## src/shared/ipf_pkg.sv

```systemverilog
// ipf_pkg: constants and carrier types for the interrupt priority fields
// assumes: one 250 MHz core clock, plain register port with 16-bit data
package ipf_pkg;

    // ----------------------------------------------------------------
    // register map and widths
    // ----------------------------------------------------------------
    localparam int          REG_W    = 16;
    localparam int          ADDR_W   = 4;
    localparam int          PRIO_W   = 3;
    localparam int          NUM_SRC  = 4;
    localparam int          SRC_ID_W = 2;
    localparam logic [3:0]  PWM_GEN_IRQ_PRIORITY_OFS       = 4'h0;
    localparam logic [3:0]  CHANGE_NOTIFY_IRQ_PRIORITY_OFS = 4'h1;
    localparam logic [3:0]  ARB_STATUS_OFS                 = 4'h2;

    // ----------------------------------------------------------------
    // field positions
    // ----------------------------------------------------------------
    localparam int PWM_GEN4_PRIO_LSB      = 8;
    localparam int PWM_GEN3_PRIO_LSB      = 4;
    localparam int PWM_GEN2_PRIO_LSB      = 0;
    localparam int CHANGE_NOTIFY_PRIO_LSB = 12;
    localparam int STAT_REQ_BIT           = 0;
    localparam int STAT_LEVEL_LSB         = 4;
    localparam int STAT_ID_LSB            = 8;
    localparam int STAT_BAD_ACCESS_BIT    = 15;

    // ----------------------------------------------------------------
    // priority codes and reset values
    // ----------------------------------------------------------------
    localparam logic [2:0] PRIO_RESET    = 3'h4;
    localparam logic [2:0] PRIO_DISABLED = 3'h0;
    localparam logic [2:0] PRIO_LOWEST   = 3'h1;
    localparam logic [2:0] PRIO_HIGHEST  = 3'h7;

    // source index order on the request and priority vectors
    localparam logic [1:0] SRC_PWM_GEN2      = 2'h0;
    localparam logic [1:0] SRC_PWM_GEN3      = 2'h1;
    localparam logic [1:0] SRC_PWM_GEN4      = 2'h2;
    localparam logic [1:0] SRC_CHANGE_NOTIFY = 2'h3;

    // one register access from software
    typedef struct packed {
        logic              wr;
        logic              rd;
        logic [ADDR_W-1:0] addr;
        logic [REG_W-1:0]  wdata;
    } ipf_bus_req_s;

    // the four priority fields as seen by arbitration
    typedef struct packed {
        logic [PRIO_W-1:0] change_notify_prio;
        logic [PRIO_W-1:0] pwm_gen4_prio;
        logic [PRIO_W-1:0] pwm_gen3_prio;
        logic [PRIO_W-1:0] pwm_gen2_prio;
    } ipf_prio_s;

endpackage

```

## src/rtl/ipf_prio_field.sv

```systemverilog
// ipf_prio_field: one 3-bit priority field taken from a register write
// assumes: write strobe and data on core_clk, clock enable freezes state
`timescale 1ns/1ns
`default_nettype none
module ipf_prio_field #(
    parameter int FIELD_LSB = 0
) (
    input  wire logic                     core_clk,  // core clock
    input  wire logic                     rst_n,     // sync reset, low
    input  wire logic                     clk_en,    // freezes state when low
    input  wire logic                     wr_en,     // write to owning register
    input  wire logic [ipf_pkg::REG_W-1:0] wdata,    // write data word
    output logic      [ipf_pkg::PRIO_W-1:0] prio_reg // stored priority code
);

    // field must sit inside the register word
    if (FIELD_LSB < 0 || FIELD_LSB + ipf_pkg::PRIO_W > ipf_pkg::REG_W) begin : g_bad_lsb
        $error("ipf_prio_field: field outside register word");
    end

    // field storage, reset to priority four
    always_ff @(posedge core_clk) begin
        if (!rst_n) begin
            prio_reg <= ipf_pkg::PRIO_RESET;
        end else if (clk_en && wr_en) begin
            prio_reg <= wdata[FIELD_LSB +: ipf_pkg::PRIO_W];
        end
    end

endmodule
`default_nettype wire

```

## src/rtl/ipf_arbiter.sv

```systemverilog
// ipf_arbiter: picks the highest-priority pending, enabled source
// assumes: pending flags come from logic on core_clk, no synchroniser
`timescale 1ns/1ns
`default_nettype none
module ipf_arbiter #(
    parameter int NUM_SRC = ipf_pkg::NUM_SRC
) (
    input  wire logic                               core_clk,  // core clock
    input  wire logic                               rst_n,     // sync reset, low
    input  wire logic                               clk_en,    // freezes state when low
    input  wire logic [NUM_SRC-1:0]                 pend,      // source pending flags
    input  wire logic [NUM_SRC*ipf_pkg::PRIO_W-1:0] prio,      // per-source priority codes
    output logic                                    req_reg,   // request to the core
    output logic      [ipf_pkg::PRIO_W-1:0]         level_reg, // level of winner
    output logic      [ipf_pkg::SRC_ID_W-1:0]       id_reg     // index of winner
);

    // id field must be able to name every source
    if (NUM_SRC < 1 || NUM_SRC > (1 << ipf_pkg::SRC_ID_W)) begin : g_bad_num
        $error("ipf_arbiter: source count does not fit id width");
    end

    logic [NUM_SRC-1:0]         elig;
    logic [ipf_pkg::PRIO_W-1:0] best_lvl;
    logic [ipf_pkg::SRC_ID_W-1:0] best_id;
    logic                       any_elig;

    for (genvar i = 0; i < NUM_SRC; i++) begin : g_elig
        assign elig[i] = pend[i] && (prio[i*ipf_pkg::PRIO_W +: ipf_pkg::PRIO_W] != ipf_pkg::PRIO_DISABLED);
    end

    always_comb begin
        best_lvl = ipf_pkg::PRIO_DISABLED;
        best_id  = '0;
        any_elig = 1'b0;
        for (int i = NUM_SRC - 1; i >= 0; i--) begin
            if (elig[i] && prio[i*ipf_pkg::PRIO_W +: ipf_pkg::PRIO_W] >= best_lvl) begin
                best_lvl = prio[i*ipf_pkg::PRIO_W +: ipf_pkg::PRIO_W];
                best_id  = ipf_pkg::SRC_ID_W'(i);
                any_elig = 1'b1;
            end
        end
    end

    // registered result for the core
    always_ff @(posedge core_clk) begin
        if (!rst_n) begin
            req_reg   <= 1'b0;
            level_reg <= ipf_pkg::PRIO_DISABLED;
            id_reg    <= '0;
        end else if (clk_en) begin
            req_reg   <= any_elig;
            level_reg <= best_lvl;
            id_reg    <= best_id;
        end
    end

endmodule
`default_nettype wire

```

## src/rtl/ipf_top.sv

```systemverilog
// ipf_top: interrupt priority field registers with request arbitration
// assumes: software on the plain register port, sources on core_clk
//
// The plain strobed port and the address map are this design's own decisions.
`timescale 1ns/1ns
`default_nettype none
module ipf_top #(
    parameter int DATA_W = 16
) (
    input  wire logic                          core_clk,    // core clock, 250 MHz
    input  wire logic                          rst_n,       // sync reset, low
    input  wire logic                          clk_en,      // freezes state when low
    input  wire ipf_pkg::ipf_bus_req_s         bus_req,     // strobes, address, data
    output logic      [DATA_W-1:0]             rd_data,     // read data, cycle after read
    input  wire logic [ipf_pkg::NUM_SRC-1:0]   src_pend,    // source pending flags
    output ipf_pkg::ipf_prio_s                 prio_fields, // field values to arbitration
    output logic                               irq_req,     // interrupt request level
    output logic      [ipf_pkg::PRIO_W-1:0]    irq_level,   // level of the request
    output logic      [ipf_pkg::SRC_ID_W-1:0]  irq_src_id   // source of the request
);

    // ----------------------------------------------------------------
    // elaboration checks
    // ----------------------------------------------------------------

    // the map is built for 16-bit words only
    if (DATA_W != ipf_pkg::REG_W) begin : g_bad_width
        $error("ipf_top: data width must equal register width");
    end

    // ----------------------------------------------------------------
    // address decode
    // ----------------------------------------------------------------

    logic hit_pwm;
    logic hit_cn;
    logic hit_stat;
    logic hit_any;
    logic wr_pwm;
    logic wr_cn;
    logic wr_stat;

    // one-hot selects for the three words
    assign hit_pwm  = (bus_req.addr == ipf_pkg::PWM_GEN_IRQ_PRIORITY_OFS);
    assign hit_cn   = (bus_req.addr == ipf_pkg::CHANGE_NOTIFY_IRQ_PRIORITY_OFS);
    assign hit_stat = (bus_req.addr == ipf_pkg::ARB_STATUS_OFS);
    assign hit_any  = hit_pwm || hit_cn || hit_stat;

    // write qualifiers per register
    assign wr_pwm  = bus_req.wr && hit_pwm;
    assign wr_cn   = bus_req.wr && hit_cn;
    assign wr_stat = bus_req.wr && hit_stat;

    // ----------------------------------------------------------------
    // priority field storage
    // ----------------------------------------------------------------

    logic [ipf_pkg::PRIO_W-1:0] gen4_q;
    logic [ipf_pkg::PRIO_W-1:0] gen3_q;
    logic [ipf_pkg::PRIO_W-1:0] gen2_q;
    logic [ipf_pkg::PRIO_W-1:0] cn_q;

    ipf_prio_field #(
        .FIELD_LSB (ipf_pkg::PWM_GEN4_PRIO_LSB)
    ) u_gen4 (
        .core_clk (core_clk),
        .rst_n    (rst_n),
        .clk_en   (clk_en),
        .wr_en    (wr_pwm),
        .wdata    (bus_req.wdata),
        .prio_reg (gen4_q)
    );

    ipf_prio_field #(
        .FIELD_LSB (ipf_pkg::PWM_GEN3_PRIO_LSB)
    ) u_gen3 (
        .core_clk (core_clk),
        .rst_n    (rst_n),
        .clk_en   (clk_en),
        .wr_en    (wr_pwm),
        .wdata    (bus_req.wdata),
        .prio_reg (gen3_q)
    );

    ipf_prio_field #(
        .FIELD_LSB (ipf_pkg::PWM_GEN2_PRIO_LSB)
    ) u_gen2 (
        .core_clk (core_clk),
        .rst_n    (rst_n),
        .clk_en   (clk_en),
        .wr_en    (wr_pwm),
        .wdata    (bus_req.wdata),
        .prio_reg (gen2_q)
    );

    ipf_prio_field #(
        .FIELD_LSB (ipf_pkg::CHANGE_NOTIFY_PRIO_LSB)
    ) u_cn (
        .core_clk (core_clk),
        .rst_n    (rst_n),
        .clk_en   (clk_en),
        .wr_en    (wr_cn),
        .wdata    (bus_req.wdata),
        .prio_reg (cn_q)
    );

    // ----------------------------------------------------------------
    // field outputs to arbitration
    // ----------------------------------------------------------------

    always_ff @(posedge core_clk) begin
        if (!rst_n) begin
            prio_fields.change_notify_prio <= ipf_pkg::PRIO_RESET;
            prio_fields.pwm_gen4_prio      <= ipf_pkg::PRIO_RESET;
            prio_fields.pwm_gen3_prio      <= ipf_pkg::PRIO_RESET;
            prio_fields.pwm_gen2_prio      <= ipf_pkg::PRIO_RESET;
        end else if (clk_en) begin
            prio_fields.change_notify_prio <= cn_q;
            prio_fields.pwm_gen4_prio      <= gen4_q;
            prio_fields.pwm_gen3_prio      <= gen3_q;
            prio_fields.pwm_gen2_prio      <= gen2_q;
        end
    end

    // ----------------------------------------------------------------
    // arbitration
    // ----------------------------------------------------------------

    logic [ipf_pkg::NUM_SRC*ipf_pkg::PRIO_W-1:0] prio_vec;

    // source order: gen2, gen3, gen4, change-notify
    assign prio_vec = {cn_q, gen4_q, gen3_q, gen2_q};

    ipf_arbiter #(
        .NUM_SRC (ipf_pkg::NUM_SRC)
    ) u_arb (
        .core_clk  (core_clk),
        .rst_n     (rst_n),
        .clk_en    (clk_en),
        .pend      (src_pend),
        .prio      (prio_vec),
        .req_reg   (irq_req),
        .level_reg (irq_level),
        .id_reg    (irq_src_id)
    );

    // ----------------------------------------------------------------
    // bad access flag
    // ----------------------------------------------------------------

    logic bad_access_reg;
    logic bad_access_next;
    logic bad_set;
    logic bad_clr;

    // access to an unmapped word
    assign bad_set = (bus_req.wr || bus_req.rd) && !hit_any;
    // write one to the status flag bit clears it
    assign bad_clr = wr_stat && bus_req.wdata[ipf_pkg::STAT_BAD_ACCESS_BIT];

    // set wins over a clear in the same cycle
    always_comb begin
        bad_access_next = bad_access_reg;
        if (bad_clr) begin
            bad_access_next = 1'b0;
        end
        if (bad_set) begin
            bad_access_next = 1'b1;
        end
    end

    // sticky flag storage
    always_ff @(posedge core_clk) begin
        if (!rst_n) begin
            bad_access_reg <= 1'b0;
        end else if (clk_en) begin
            bad_access_reg <= bad_access_next;
        end
    end

    // ----------------------------------------------------------------
    // read back
    // ----------------------------------------------------------------

    logic [DATA_W-1:0] pwm_word;
    logic [DATA_W-1:0] cn_word;
    logic [DATA_W-1:0] stat_word;
    logic [DATA_W-1:0] rd_mux;

    always_comb begin
        pwm_word = '0;
        pwm_word[ipf_pkg::PWM_GEN4_PRIO_LSB +: ipf_pkg::PRIO_W] = gen4_q;
        pwm_word[ipf_pkg::PWM_GEN3_PRIO_LSB +: ipf_pkg::PRIO_W] = gen3_q;
        pwm_word[ipf_pkg::PWM_GEN2_PRIO_LSB +: ipf_pkg::PRIO_W] = gen2_q;
    end

    // only bits 14 to 12 live
    always_comb begin
        cn_word = '0;
        cn_word[ipf_pkg::CHANGE_NOTIFY_PRIO_LSB +: ipf_pkg::PRIO_W] = cn_q;
    end

    // arbitration state for software
    always_comb begin
        stat_word = '0;
        stat_word[ipf_pkg::STAT_REQ_BIT] = irq_req;
        stat_word[ipf_pkg::STAT_LEVEL_LSB +: ipf_pkg::PRIO_W] = irq_level;
        stat_word[ipf_pkg::STAT_ID_LSB +: ipf_pkg::SRC_ID_W] = irq_src_id;
        stat_word[ipf_pkg::STAT_BAD_ACCESS_BIT] = bad_access_reg;
    end

    // word select, unmapped reads give zero
    always_comb begin
        rd_mux = '0;
        if (hit_pwm) begin
            rd_mux = pwm_word;
        end else if (hit_cn) begin
            rd_mux = cn_word;
        end else if (hit_stat) begin
            rd_mux = stat_word;
        end
    end

    // read data valid only the cycle after the strobe
    always_ff @(posedge core_clk) begin
        if (!rst_n) begin
            rd_data <= '0;
        end else if (clk_en) begin
            rd_data <= bus_req.rd ? rd_mux : '0;
        end
    end

endmodule
`default_nettype wire

```

## config.mk

```make
export PLATFORM = sky130hd
export DESIGN_NAME = ipf_top
export DESIGN_NICKNAME = d
export VERILOG_FILES = /design/src/shared/ipf_pkg.sv /design/src/rtl/ipf_prio_field.sv /design/src/rtl/ipf_arbiter.sv /design/src/rtl/ipf_top.sv
export SDC_FILE = /design/constraint.sdc
export NUM_CORES = 1
export LEC_CHECK = 0
export ABC_AREA = 0
export ABC_CLOCK_PERIOD_IN_PS = 7100
export BUFFER_PORTS_ARGS = -buffer_cell sky130_fd_sc_hd__buf_2
export CAP_MARGIN = 5
export CORE_MARGIN = 1
export CORE_UTILIZATION = 50
export CTS_CLUSTER_DIAMETER = 100
export CTS_CLUSTER_SIZE = 40
export DETAILED_ROUTE_END_ITERATION = 12
export PLACE_DENSITY = 0.84
export SYNTH_ARGS = -nofsm -noshare
export SYNTH_HDL_FRONTEND = slang
export SYNTH_SLANG_ARGS = --single-unit
```

## constraint.sdc

```tcl
create_clock -name core_clk -period 7.1 [get_ports core_clk]
set_input_delay 0.355 -clock core_clk [delete_from_list [all_inputs] [get_ports core_clk]]
set_output_delay 0.355 -clock core_clk [all_outputs]
set_load 0.05 [all_outputs]
```

==> results by group <==
STA
  – Slew Viols, Final: 0
  – Pin slew with the least headroom to its limit: approximately 0.68 ns
  – Final setup viols: 0
  – Final min period: between 4 and 5 ns
  – Setup TNS: 0 ns
  – Final worst slack: 2.68 ns
  – Relative slew slack: 0.547
  – Tcrit/Tclk final: 0.623
  – Max Fclk: roughly 0.23 GHz
  – RSZ-0062 raised after global routing: no
  – Clock Skew: 0.00592 ns
  – Hold Vio Cnt, Final: 0

Power and ir drop
  – Pwr Density: ~190 nW/µm²
  – Pleak: roughly 1.2 nW
  – Max IR drop VDD: ~120 µV
  – Overall Power: roughly 0.00050 W

Clock tree
  – Clock latency on the worst-skew pair: around 0.30 ns
  – CTS Sinks: 44
  – Clock Tree Buf Depth: 2
  – Total CTS buffers: 5
  – Htree depth: 2
  – Hold_buf cts: 0
  – Root Buffer Master: clkbuf_8
  – CTS tree: yes
  – Clock slew at reported path FFs: about 0.08 ns
  – Postcts setup bufs: 0
  – Post-CTS sizing: 0

Global route
  – First-pass GRT wire length: between 7000 and 8000 µm
  – GRT Util Overall: 0.213
  – Number of antenna violations at the first check in global routing: 0
  – Number of global-route vias before repair: 1650
  – Pin count of the biggest net entering global routing: 48
  – Overflow after GRT: 0

Worst setup path
  – CP Launch Type: flop
  – CP Class: flop to flop
  – CP required: around 7.3 ns
  – Arrival @ worst endpoint: around 4.6 ns
  – Critical Path End Type: flop
  – Max Fanout on Critical Path: 7

Synth
  – Mapped Avg Cell Area: ~9 µm²
  – Post-synth top area cell: dfxtp_1
  – Distinct cells, synth: 41
  – Warnings from Yosys: 0
  – Synth Cell Area: around 2200 µm²
  – EDFF count, synth: 0
  – Cells after Synth: approximately 240
  – Seq/Total Area, Yosys: 0.403
  – Top area cells in the synthesized netlist: dfxtp_1, mux2i_1, nor2b_1, nand2_1, ha_1
  – Post-synth top area share: 0.403
  – Post-synth ARST share: 0
  – Top cells by count, synth: dfxtp_1, nand2_1, mux2i_1
  – Synth Register Bits: 44
  – Leading cell type by number of instances after synthesis: dfxtp_1
  – Post-synth top flop: dfxtp_1

Final layout
  – Max reg flops: 13
  – Cell area after layout: ~2600 µm²
  – Final nets: 330
  – Layout area overhead: 17.9%
  – Finished Layout Cells: 344
  – Largest reg by FF count: rd_data
  – Share of cells above drive strength 1: 0.255
  – Antenna cells: 0
  – Top flop regs: rd_data: 13 flops, prio_fields: 12 flops

Placement
  – Placed cells: 336
  – IO buf count: 56
  – Placer Congestion: 0.852
  – Post-DP HPWL: between 3000 and 4000 µm
  – Placed cell areas: roughly 2500 µm²
  – Dpl ws: 2.62 ns

Detailed routing
  – Routed WL: about 4600 µm
  – First-pass DRT Iterations: 6
  – DRT antenna net count: 0
  – Via count: around 1900
  – DRC Markers: 0
  – Initial DRC count: about 140
  – Detailed-route wire length per cell: roughly 13 µm
  – Detail-routed via count per cell: 5.44

Job
  – Max-Cap Viols: 0

Status
  – Status: completed

Floorplanning
  – Ports: 63
  – Chip height: between 60 and 70 µm
  – Core ar.: roughly 4000 µm²
  – Overall die area: 4640 µm²
  – Starting Density: 0.535
  – Die Wd: slightly below 70 µm
  – FP Rows: 23

Worst hold path
  – Worst Hold Class: input port to flop
-- per-layer routing --
layer / vias to the layer above / GRT usage / share of wire
li1: 940 / - / -
met5: - / 0 / 0
met3: 5 / 0.0600 / 0.049
met4: 0 / 0.0547 / 0.0097
met1: 882 / 0.269 / 0.47
met2: 45 / 0.354 / 0.48
-- final cells by class --
class                      instances  area (µm²)
multi-input combinational        181        1230
timing repair buffer              56         280
sequential                        44         881
clock inverter                     2        35.0
fill                             372        1510
inverter                           5        18.8
tap                               50        62.6
clock buffer                       6        72.6
-- through the flow --
stage,utilization,hold slack (ns)
global route,0.631,0.282
global placement,0.605,0.451
finish,0.631,0.265
floorplan,-,0.477
detailed placement,0.605,0.458
CTS,0.631,0.264
-- layout by cell type (no fill, tap or decap), drive strengths merged, types with 4 or more instances in the layout --
cell type   n
nand2      34
clkbuf      6
buf        56
ha          8
nor2        9
inv         5
dfxtp      44
a21oi      11
nor2b      23
o21a        4
nand3       6
o21ai      12
and2       10
mux2i      26
o2bb2ai     9
-- path summary, 6_finish.rpt --
path	endpoint	cells past startpoint	slack, ns	start
setup / recovery	u_arb.level_reg[0]	19	2.68	u_cn.prio_reg[2]
hold / removal	u_gen2.prio_reg[2]	3	0.26	bus_req[2]
setup reg to reg	u_arb.level_reg[0]	19	2.68	u_cn.prio_reg[2]
hold reg to reg	prio_fields[2]	2	0.48	prio_fields[2]
-- critical path: stages, from the launching register on --
cell and delay (ns):
dfxtp_1 0.41, nand2_1 0.09, ha_1 0.31, nand2_1 0.10, o21a_1 0.20, o21ai_0 0.27
nand2_1 0.12, ha_1 0.27, nand2b_1 0.16, a211oi_1 0.29, a311oi_2 0.09, a21oi_2 0.33
mux2_4 0.35, ha_1 0.29, nand2_1 0.06, o21ai_0 0.21, a31oi_1 0.20, nand2_1 0.14
a21oi_1 0.05, a221o_2 0.33
-- where the power goes --
group          switching, W   total, W  internal (W)
logic             0.0000401  0.0000611     0.0000210
clock network     0.0000828   0.000187      0.000104
registers        0.00000314   0.000254      0.000251
-- cell families (layout without fill, tap and decap cells) --
kind of cell             after synthesis  in the layout  share of synthesized area
other                                  1              3                    0.00171
AND/OR/NAND/NOR                       91             91                      0.213
flip-flops                            44             44                      0.403
buffers and inverters                 19             69                     0.0389
multiplexers                          27             27                      0.126
AO/OA/AOI/OAI                         52             52                      0.172
adder cells (fa/ha/maj)                8              8                     0.0458
(Power assumes the default switching activity.)
